## config.mk

```make
export PLATFORM = sky130hd
export DESIGN_NAME = tsm_status_counters
export DESIGN_NICKNAME = d
export VERILOG_FILES = /design/src/tsm_run_detect.v /design/src/tsm_sat_counter.v /design/src/tsm_status_counters.v
export VERILOG_INCLUDE_DIRS = /design/src
export SDC_FILE = /design/constraint.sdc
export NUM_CORES = 1
export LEC_CHECK = 0
export BUFFER_PORTS_ARGS = -buffer_cell sky130_fd_sc_hd__buf_2
export CORE_UTILIZATION = 42
export DETAILED_ROUTE_END_ITERATION = 8
export SETUP_SLACK_MARGIN = 0.1
export SYNTH_ARGS = -nofsm -noshare
export SYNTH_HDL_FRONTEND = slang
export SYNTH_SLANG_ARGS = --single-unit
```

## constraint.sdc

```tcl
create_clock -name clk -period 3.1 [get_ports clk]
set_input_delay 0.31 -clock clk [delete_from_list [all_inputs] [get_ports clk]]
set_output_delay 0.31 -clock clk [all_outputs]
set_load 0.005 [all_outputs]
```

## src/tsm_defs.vh

```
// register map, field positions, reset values and timing counts of the status and error counter bank
`ifndef TSM_DEFS_VH
`define TSM_DEFS_VH

// register indices; apb byte address is four times the index
`define TSM_IDX_STATUS_TWO      7'h21
`define TSM_IDX_LCV_HIGH        7'h23
`define TSM_IDX_LCV_LOW         7'h24
`define TSM_IDX_PCV_HIGH        7'h25
`define TSM_IDX_PCV_LOW         7'h26
`define TSM_IDX_OOS_LOW         7'h27
`define TSM_IDX_MATCH_ONE       7'h29
`define TSM_IDX_MATCH_TWO       7'h2a
`define TSM_IDX_COUNTER_CTRL    7'h40
`define TSM_IDX_MASK_TWO        7'h6f
`define TSM_IDX_MASK_ONE        7'h7f

// status two and mask two field positions
`define TSM_BIT_RX_MULTIFRAME   7
`define TSM_BIT_TX_MULTIFRAME   6
`define TSM_BIT_ONE_SECOND      5
`define TSM_BIT_RX_LINK_FULL    4
`define TSM_BIT_TX_LINK_EMPTY   3
`define TSM_BIT_RX_LINK_MATCH   2
`define TSM_BIT_RX_LINK_ABORT   1

// counter control field positions
`define TSM_CTL_B8ZS_RX         0
`define TSM_CTL_FRAMING_ESF     1
`define TSM_CTL_EXCESS_ZERO     2
`define TSM_CTL_FS_ERROR        3
`define TSM_CTL_OOS_MODE        4
`define TSM_CTL_WIDTH           5

// reset values
`define TSM_MASK_RST            8'h00
`define TSM_MATCH_RST           8'h00
`define TSM_CTRL_RST            5'h00

// timing
`define TSM_CLK_PERIOD_NS       4
`define TSM_ONE_SEC_NS          1000000000
`define TSM_ONE_SEC_CYCLES      (`TSM_ONE_SEC_NS / `TSM_CLK_PERIOD_NS)

// run lengths
`define TSM_ZERO_RUN_PLAIN      5'h10
`define TSM_ZERO_RUN_B8ZS       5'h08
`define TSM_ABORT_RUN           5'h08

`endif

```

## src/tsm_run_detect.v

```verilog
// detector of a run of identical bits of programmable length
`timescale 1ns/1ps
`default_nettype none

module tsm_run_detect (
    input  wire       clk,
    input  wire       rst,
    input  wire       bitStrobe,
    input  wire       bitMatch,
    input  wire [4:0] runLen,
    output reg        runHit
);

    reg [4:0] run_q;

    // run restarts after a hit, so a run twice as long counts twice
    always @(posedge clk) begin
        if (rst) begin
            run_q  <= 5'h00;
            runHit <= 1'b0;
        end else begin
            runHit <= 1'b0;
            if (bitStrobe) begin
                if (!bitMatch) begin
                    run_q <= 5'h00;
                end else if (run_q + 5'h01 == runLen) begin
                    run_q  <= 5'h00;
                    runHit <= 1'b1;
                end else begin
                    run_q <= run_q + 5'h01;
                end
            end
        end
    end

endmodule
`default_nettype wire

```

## src/tsm_sat_counter.v

```verilog
// saturating event counter with a held copy taken at each snapshot
`timescale 1ns/1ps
`default_nettype none

module tsm_sat_counter #(
    parameter WIDTH = 16
) (
    input  wire             clk,
    input  wire             rst,
    input  wire             incr,
    input  wire             snap,
    output reg  [WIDTH-1:0] held
);

    reg  [WIDTH-1:0] count_q;
    wire             atMax = &count_q;

    always @(posedge clk) begin
        if (rst) begin
            count_q <= {WIDTH{1'b0}};
            held    <= {WIDTH{1'b0}};
        end else if (snap) begin
            // event on the boundary edge belongs to the new second
            held    <= count_q;
            count_q <= {{(WIDTH-1){1'b0}}, incr};
        end else if (incr && !atMax) begin
            count_q <= count_q + {{(WIDTH-1){1'b0}}, 1'b1};
        end
    end

endmodule
`default_nettype wire

```

## src/tsm_status_counters.v

```verilog
// status two flags, interrupt masks and one-second error counters behind an apb slave
//
// Added by the designer: the APB slave port.
`timescale 1ns/1ps
`default_nettype none
`include "tsm_defs.vh"

module tsm_status_counters #(
    parameter [31:0] ONE_SEC_CYCLES = `TSM_ONE_SEC_CYCLES
) (
    input  wire        clk,
    input  wire        rst,
    input  wire        psel,
    input  wire        penable,
    input  wire        pwrite,
    input  wire [11:0] paddr,
    input  wire [31:0] pwdata,
    output reg  [31:0] prdata,
    output reg         pready,
    output reg         pslverr,
    output reg         intN,
    input  wire [7:0]  statusOne,
    input  wire        rxMultiframeEvt,
    input  wire        txMultiframeEvt,
    input  wire        rxLinkFullEvt,
    input  wire [7:0]  rxLinkByte,
    input  wire        txLinkEmptyEvt,
    input  wire        rxLinkBitStrobe,
    input  wire        rxLinkBit,
    input  wire        bipolarViolEvt,
    input  wire        b8zsWordEvt,
    input  wire        rxBitStrobe,
    input  wire        rxBitZero,
    input  wire        crcErrEvt,
    input  wire        ftErrEvt,
    input  wire        fsErrEvt,
    input  wire        fpsErrEvt,
    input  wire        mfOutOfSyncEvt
);

    ////////////////////////////////////////////////////////////////////////////////
    // address decode

    function addrHits;
        input [11:0] addr;
        input [6:0]  idx;
        begin
            addrHits = (addr == {3'b000, idx, 2'b00});
        end
    endfunction

    reg  [7:0]             maskOne_q;
    reg  [7:0]             maskTwo_q;
    reg  [7:0]             matchOne_q;
    reg  [7:0]             matchTwo_q;
    reg  [`TSM_CTL_WIDTH-1:0] ctrl_q;
    reg  [7:1]             flags_q;
    reg  [31:0]            secCnt_q;
    reg                    secTick_q;

    wire                   setupPhase = psel && !penable;
    wire                   apbDone    = psel && penable && pready;
    wire                   wrDone     = apbDone && pwrite;
    wire                   sr2ReadClr = apbDone && !pwrite && addrHits(paddr, `TSM_IDX_STATUS_TWO);

    wire                   b8zsOn     = ctrl_q[`TSM_CTL_B8ZS_RX];
    wire                   esfMode    = ctrl_q[`TSM_CTL_FRAMING_ESF];
    wire                   zeroCntOn  = ctrl_q[`TSM_CTL_EXCESS_ZERO];
    wire                   fsCntOn    = ctrl_q[`TSM_CTL_FS_ERROR];
    wire                   oosMode    = ctrl_q[`TSM_CTL_OOS_MODE];
    wire                   syncLoss   = statusOne[0];

    ////////////////////////////////////////////////////////////////////////////////
    // one-second timer

    always @(posedge clk) begin
        if (rst) begin
            secCnt_q  <= 32'h0000_0000;
            secTick_q <= 1'b0;
        end else if (secCnt_q == ONE_SEC_CYCLES - 32'h0000_0001) begin
            secCnt_q  <= 32'h0000_0000;
            secTick_q <= 1'b1;
        end else begin
            secCnt_q  <= secCnt_q + 32'h0000_0001;
            secTick_q <= 1'b0;
        end
    end

    ////////////////////////////////////////////////////////////////////////////////
    // link events and status two flags

    wire       abortHit;
    wire       zeroHit;
    wire [4:0] zeroRunLen = b8zsOn ? `TSM_ZERO_RUN_B8ZS : `TSM_ZERO_RUN_PLAIN;
    wire       linkMatch  = rxLinkFullEvt && (rxLinkByte == matchOne_q || rxLinkByte == matchTwo_q);

    tsm_run_detect uAbortRun (
        .clk       (clk),
        .rst       (rst),
        .bitStrobe (rxLinkBitStrobe),
        .bitMatch  (rxLinkBit),
        .runLen    (`TSM_ABORT_RUN),
        .runHit    (abortHit)
    );

    wire [7:1] flagSet;
    assign flagSet[`TSM_BIT_RX_MULTIFRAME] = rxMultiframeEvt;
    assign flagSet[`TSM_BIT_TX_MULTIFRAME] = txMultiframeEvt;
    assign flagSet[`TSM_BIT_ONE_SECOND]    = secTick_q;
    assign flagSet[`TSM_BIT_RX_LINK_FULL]  = rxLinkFullEvt;
    assign flagSet[`TSM_BIT_TX_LINK_EMPTY] = txLinkEmptyEvt;
    assign flagSet[`TSM_BIT_RX_LINK_MATCH] = linkMatch;
    assign flagSet[`TSM_BIT_RX_LINK_ABORT] = abortHit;

    // a read clears only the bits it returned, so a flag raised after capture survives
    genvar gi;
    generate
        for (gi = 1; gi < 8; gi = gi + 1) begin : gFlag
            always @(posedge clk) begin
                if (rst) begin
                    flags_q[gi] <= 1'b0;
                end else begin
                    flags_q[gi] <= (flags_q[gi] && !(sr2ReadClr && prdata[gi])) || flagSet[gi];
                end
            end
        end
    endgenerate

    ////////////////////////////////////////////////////////////////////////////////
    // error counters

    tsm_run_detect uZeroRun (
        .clk       (clk),
        .rst       (rst),
        .bitStrobe (rxBitStrobe),
        .bitMatch  (rxBitZero),
        .runLen    (zeroRunLen),
        .runHit    (zeroHit)
    );

    // coincident violation and zero run count once; they almost never share a bit time
    wire lcvIncr = (bipolarViolEvt && !(b8zsOn && b8zsWordEvt))
                   || (zeroCntOn && zeroHit);
    wire pcvErr  = esfMode ? crcErrEvt
                           : (ftErrEvt || (fsCntOn && fsErrEvt));
    wire pcvIncr = pcvErr && !syncLoss;
    wire oosIncr = oosMode ? mfOutOfSyncEvt
                           : ((esfMode ? fpsErrEvt : ftErrEvt) && !syncLoss);

    wire [15:0] lcvHeld;
    wire [11:0] pcvHeld;
    wire [11:0] oosHeld;

    tsm_sat_counter #(.WIDTH(16)) uLineCount (
        .clk  (clk),
        .rst  (rst),
        .incr (lcvIncr),
        .snap (secTick_q),
        .held (lcvHeld)
    );

    tsm_sat_counter #(.WIDTH(12)) uPathCount (
        .clk  (clk),
        .rst  (rst),
        .incr (pcvIncr),
        .snap (secTick_q),
        .held (pcvHeld)
    );

    tsm_sat_counter #(.WIDTH(12)) uOosCount (
        .clk  (clk),
        .rst  (rst),
        .incr (oosIncr),
        .snap (secTick_q),
        .held (oosHeld)
    );

    ////////////////////////////////////////////////////////////////////////////////
    // register writes

    always @(posedge clk) begin
        if (rst) begin
            maskOne_q  <= `TSM_MASK_RST;
            maskTwo_q  <= `TSM_MASK_RST;
            matchOne_q <= `TSM_MATCH_RST;
            matchTwo_q <= `TSM_MATCH_RST;
            ctrl_q     <= `TSM_CTRL_RST;
        end else if (wrDone) begin
            if (addrHits(paddr, `TSM_IDX_MASK_ONE)) begin
                maskOne_q <= pwdata[7:0];
            end
            if (addrHits(paddr, `TSM_IDX_MASK_TWO)) begin
                maskTwo_q <= {pwdata[7:1], 1'b0};
            end
            if (addrHits(paddr, `TSM_IDX_MATCH_ONE)) begin
                matchOne_q <= pwdata[7:0];
            end
            if (addrHits(paddr, `TSM_IDX_MATCH_TWO)) begin
                matchTwo_q <= pwdata[7:0];
            end
            if (addrHits(paddr, `TSM_IDX_COUNTER_CTRL)) begin
                ctrl_q <= pwdata[`TSM_CTL_WIDTH-1:0];
            end
        end
    end

    ////////////////////////////////////////////////////////////////////////////////
    // read mux

    reg [7:0] rdData;
    reg       rdMapped;

    always @* begin
        rdData   = 8'h00;
        rdMapped = 1'b1;
        if (addrHits(paddr, `TSM_IDX_STATUS_TWO)) begin
            rdData = {flags_q, 1'b0};
        end else if (addrHits(paddr, `TSM_IDX_LCV_HIGH)) begin
            rdData = lcvHeld[15:8];
        end else if (addrHits(paddr, `TSM_IDX_LCV_LOW)) begin
            rdData = lcvHeld[7:0];
        end else if (addrHits(paddr, `TSM_IDX_PCV_HIGH)) begin
            rdData = {oosHeld[11:8], pcvHeld[11:8]};
        end else if (addrHits(paddr, `TSM_IDX_PCV_LOW)) begin
            rdData = pcvHeld[7:0];
        end else if (addrHits(paddr, `TSM_IDX_OOS_LOW)) begin
            rdData = oosHeld[7:0];
        end else if (addrHits(paddr, `TSM_IDX_MATCH_ONE)) begin
            rdData = matchOne_q;
        end else if (addrHits(paddr, `TSM_IDX_MATCH_TWO)) begin
            rdData = matchTwo_q;
        end else if (addrHits(paddr, `TSM_IDX_COUNTER_CTRL)) begin
            rdData = {3'b000, ctrl_q};
        end else if (addrHits(paddr, `TSM_IDX_MASK_TWO)) begin
            rdData = maskTwo_q;
        end else if (addrHits(paddr, `TSM_IDX_MASK_ONE)) begin
            rdData = maskOne_q;
        end else begin
            rdMapped = 1'b0;
        end
    end

    ////////////////////////////////////////////////////////////////////////////////
    // apb answer: data captured in setup, ready for exactly the access cycle

    always @(posedge clk) begin
        if (rst) begin
            prdata  <= 32'h0000_0000;
            pready  <= 1'b0;
            pslverr <= 1'b0;
        end else begin
            pready <= setupPhase;
            if (setupPhase) begin
                prdata  <= {24'h00_0000, rdData};
                pslverr <= !rdMapped;
            end else if (apbDone) begin
                pslverr <= 1'b0;
            end
        end
    end

    ////////////////////////////////////////////////////////////////////////////////
    // interrupt output

    wire irqAny = |(statusOne & maskOne_q)
                  || |({flags_q, 1'b0} & maskTwo_q);

    always @(posedge clk) begin
        if (rst) begin
            intN <= 1'b1;
        end else begin
            intN <= !irqAny;
        end
    end

endmodule
`default_nettype wire

```

# Yosys cells after proc, flatten, opt, wreduce, memory -nomap -nowiden
# Index checks and enable logic that the tools add are counted.
# totals
out_inout_bits	35
input_bits	80
regBits	179
word_cells	175
# op_classes
n_bitwise	6
addsub	6
n_reduce_logical	75
eq_ne	16
muxes	41
# ops
op	count
$eq 12x8->1 const B	8
$mux 8	11
$eq 12x9->1 const B	3
$add 32x1->32 const B	1
$eq 32x28->1 const B	1
$logic_and 1x1->1	30
$mux 1	25
$mux 5	5
$add 12x1->12 const B	2
$reduce_and 12->1	2
$add 16x1->16 const B	1
$and 8x8->8	2
$eq 8x8->1	2
$logic_not 1->1	16
$reduce_and 16->1	1
$reduce_or 8->1	2
$logic_or 1x1->1	11
$add 5x1->5 const B	2
$reduce_and 2->1	5
$reduce_bool 2->1	4
$reduce_or 3->1	2
$eq 5x4->1 const B	1
$eq 5x5->1	1
$not 1->1	4
$reduce_or 2->1	2

# Logic depth before layout (Yosys ltp)
# depth
ltp_word	14
mapped_depth	7
ltp_nobuf	6

# Hierarchy
# Synthesis repeated with hierarchy kept, for this count alone.
# unflattened
hier_cells	1090
area_unflattened_um2	9364.0
# modules_own_cells
module	area_each_um2	n_inst	cells_per_inst	seq_area_each_um2
tsm_status_counters	5109.9	1	619	1741.7
tsm_sat_counter (uOosCount ...)	1029.7	2	113	480.5
tsm_sat_counter (uLineCount)	1386.3	1	153	640.6
tsm_run_detect	404.1	2	46	120.1

# Worst setup path before layout
# Ideal clock, no wire load.
# synth_timing
path_kind	input to register
from	in paddr[3]
to	reg flags_q[5] in the netlist's numbering
arrival_ns	1.738
slack_ns	1.235
required_ns	2.972
n_path_buf	2
setup_ns	0.128
path_stages	7
path_cell_list	buf_2 -> or4b_1 -> buf_2 -> nor4_4 -> nand2_1 -> a21oi_1 -> nor2_1
# synth_between
elab_chain_len	6
# synth_rtl
item	line	source
start, declared	tsm_status_counters.v:16	input wire [11:0] paddr,
$eq 12x8->1	tsm_status_counters.v:48	addrHits = (addr == {3'b000, idx, 2'b00});
$logic_and 1x1->1	tsm_status_counters.v:64	wire sr2ReadClr = apbDone && !pwrite && addrHits(paddr, `TSM_IDX_STATUS_TWO);
$logic_and 1x1->1	tsm_status_counters.v:123	flags_q[gi] <= (flags_q[gi] && !(sr2ReadClr && prdata[gi])) || flagSet[gi];
$logic_not 1->1	tsm_status_counters.v:123	
$logic_and 1x1->1	tsm_status_counters.v:123	
$logic_or 1x1->1	tsm_status_counters.v:123	
end signal, assigned by index	tsm_status_counters.v:123	
end, declared	tsm_status_counters.v:57	reg [7:1] flags_q;
# Every way passes these cells.
# A chain may end at the register's enable or synchronous reset.

# Worst setup path after layout
# layout_timing
from	reg uLineCount.count_q[0]
to	reg uLineCount.count_q[1]
# layout_between
elab_chain_len	3
elab_cells_between_ends	4
cone_classes	add/sub: 1; reduce/logical: 3
# layout_rtl
item	line	source
start, declared	tsm_sat_counter.v:15	reg [WIDTH-1:0] count_q;
start signal, assigned	tsm_sat_counter.v:20	count_q <= {WIDTH{1'b0}};
start signal, assigned	tsm_sat_counter.v:25	count_q <= {{(WIDTH-1){1'b0}}, incr};
start signal, assigned	tsm_sat_counter.v:27	count_q <= count_q + {{(WIDTH-1){1'b0}}, 1'b1};
parallel branches: the longest is 3 deep, another holds $add 16x1->16	--	
# Parallel ways; which one is timed is not known.

==> results.tsv <==
stage	metric	value	unit
finish	non-filler cells, final	1367	
finish	fillcell total	2067	
sta	RSZ-0062 raised after global routing	no	
routing	DR pass1 iterations	5	
sta	final setup TNS	0	ns
floorplan	Die Span Y	150	microns
synthesis	Post-Synthesis Cells	1029	
power_and_ir_drop	Pleak	3.76	nW
worst_setup_path	crit path kind	register to register	
placement	# port buffers	66	
power_and_ir_drop	switching power	1.21	mW
clocking	CTS tree	built	
synthesis	area leader, netlist	dfxtp_1	
synthesis	Post-synth top flop	dfxtp_1	
clocking	clock sinks	179	
power_and_ir_drop	VDD IR max	0.256	mV
clocking	hold buffers post-CTS	0	
floorplan	FP Rows	53	
synthesis	sequential share of the synthesized area	38.9	%
placement	half-perimeter wire length after placement	17.2	mm
job	max-cap violations	0	
placement	Cells after DPL	1335	
sta	fmax	458	MHz
power_and_ir_drop	total power	4.67	mW
clocking	total clock buffers created by CTS	17	
sta	Final Hold Viols	0	
sta	WHS	0.0878	ns
sta	final worst setup slack	0.917	ns
synthesis	Post-synth EDFFs	0	
routing	DRT antenna net count	0	
hold_path	Hold WC Path Type	primary input to register	
sta	Worst-Margin Slew	0.860	ns
global_routing	first-pass GRT wire length	37.9	mm
sta	Setup Viol. Count Final	0	
finish	nets@finish	1166	
finish	final core occ	48.2	%
synthesis	most frequent cells after synthesis	179 x dfxtp_1, 171 x nor2_1, 88 x mux2i_1	
global_routing	pin count of the biggest net entering global routing	50	
hold_path	hold-critical path depth	3	
worst_setup_path	R2R depth	6	
finish	Reg area	3580	sq um
routing	drt drc	0	
run_status	status	completed	
synthesis	Yosys top cell area share	38.9	%
power_and_ir_drop	Internal Pwr Total	3.47	mW
worst_setup_path	CP Max Fanout	10	
routing	Starting DRT DRC Count	568	
floorplan	Die ar.	22500	sq um
synthesis	asr flop ratio synth	0	%
worst_setup_path	R2R setup slack	0.92	ns
worst_setup_path	Crit. End Element	register	
placement	placed cell areas	9690	sq um
clocking	CTS max path bufs	2	
global_routing	antenna violations before repair	2	
sta	final max-slew violation count	0	
clocking	H-tree depth	4	
clocking	Root Driver	clkbuf_16	
finish	antenna cells	0	
worst_setup_path	Critical Path RT	3.41	ns
sta	Final Cycle Share	70.4	%
synthesis	cell area after synthesis	9210	sq um
sta	relative slew slack	42.1	%
synthesis	most area-consuming cells after synthesis	dfxtp_1 39%, mux2i_1 9.6%, nor2_1 7.0%	
finish	multi-input logic area	5270	sq um
worst_setup_path	Startpoint Class	register	
worst_setup_path	worst path arrival time	2.49	ns
clocking	post-CTS setup buffers	0	
synthesis	Synth cell types	80	
placement	pre-CTS setup slack	0.670	ns
routing	Routed Wire Length	23.5	mm
power_and_ir_drop	Logic pwr share	5.6	%
routing	vias per cell	5.58	
global_routing	grt ovf	0	
floorplan	IO Count	115	
power_and_ir_drop	sequential share of power	50.0	%
finish	layout cells sized above 1	13.7	%
floorplan	Starting Density	43.3	%
routing	vias	7625	
synthesis	Yosys reg bits	179	
clocking	Clock Latency Late Sink	0.43	ns
sta	Worst Skew	0.00969	ns
power_and_ir_drop	Sw Ratio	25.8	%
power_and_ir_drop	pwr dens	456	nW/um^2
floorplan	core area	21300	sq um
synthesis	most common cell in the synthesized netlist	dfxtp_1	
clocking	Clock transition at path regs	0.07	ns
finish	Design Area, Final	10300	sq um
synthesis	Synth warnings	0	
power_and_ir_drop	Clock Power Share	44.4	%
sta	Period minus WS final	2.18	ns
finish	area delta synth->final	11.4	%
global_routing	vias in the first global route	7006	
floorplan	Die Width	150	microns
placement	placer congestion estimate	0.864	
clocking	post-CTS resize count	0	
synthesis	syn_area_per_cell	8.95	sq um
global_routing	total track usage	21.8	%
routing	routed length per instance	17.2	microns
layout by cell type (no fill, tap or decap), types with 7 or more instances in the layout:
cell type  synthesis  routed
dfxtp_1          179     178
nand2_1           58      58
xnor2_1           39      39
mux2i_1           88      88
nor3_1            11      11
and3_1            21      21
inv_1             15      15
and4_1             7       7
ha_1               7       7
a211oi_1           8       8
a21oi_1           48      48
or4_1              7       7
buf_2              6      65
o22ai_1            9       9
nand4_1           30      30
conb_1             1      24
buf_4             27      15
o21ai_0           19      19
clkbuf_16          0      17
and2_1             9       9
o211ai_1          15      15
nand3_1           45      45
nor2_1           171     171
xor2_1            37      37
o2111ai_1          9       9
a22oi_1            7       7
state kept, by name, indices dropped and copies added (netlist names), 5 cells and up:
register and flops:
uPathCount.held 12, prdata 8, ctrl_q 5, matchTwo_q 8
uLineCount.held 16, maskOne_q 8, uOosCount.held 12, flags_q 7
matchOne_q 8, uZeroRun.run_q 5, secCnt_q 32, maskTwo_q 7
uLineCount.count_q 16, uPathCount.count_q 12, uOosCount.count_q 12, uAbortRun.run_q 5
critical path, cell delays in order, from the launching register on:
cell	delay (ns)
dfxtp_1	0.47
ha_1	0.26
and2_1	0.15
nand4_1	0.36
o21ai_0	0.54
mux2i_1	0.23
nor2_1	0.05
layer usage:
metal | vias to the layer above | GRT usage [%] | share of wire [%]
met2 | 176 | 33.8 | 45
met3 | 25 | 4.79 | 4.7
li1 | 3780 | - | -
met5 | - | 0 | 0.11
met1 | 3640 | 30.6 | 49
met4 | 4 | 4.95 | 1.1
kinds of logic (layout without fill, tap and decap cells):
logic type      count (synthesis)  after routing  synth area share (%)
simple gates                  430            430                  25.4
fa+ha+maj                       7              7                 0.951
buf+inv                        87            127                  4.81
flops                         179            179                  38.9
xor+xnor                       76             76                  7.23
other cells                     1             24                0.0407
compound gates                157            157                  12.2
mux                            92             92                  10.4
power by group through the flow:
stage	combinational (mW)	clock, mW	sequential (mW)
5_1_grt	0.288	2.22	2.34
6_report	0.260	2.08	2.34
3_3_place_gp	0.257	0	2.39
4_1_cts	0.259	2.12	2.34
3_5_place_dp	0.259	0	2.39
2_1_floorplan	0.174	0	2.38
area by class of cell:
class                           instances  area share, %
Clock inverter                         15           1.34
Multi-Input combinational cell        786           51.4
Tap cell                              275           3.35
Timing Repair Buffer                   80           4.27
Inverter                               15          0.549
Clock buffer                           17           4.15
Sequential cell                       179           35.0
final timing paths:
path	startpoint	end
setup / recovery	uLineCount.count_q[0]	uLineCount.count_q[1]
hold / removal	txMultiframeEvt	flags_q[6]
setup reg to reg	uLineCount.count_q[0]	uLineCount.count_q[1]
hold reg to reg	uAbortRun.runHit	flags_q[1]
Note: power is estimated with default switching activity, not from simulation.
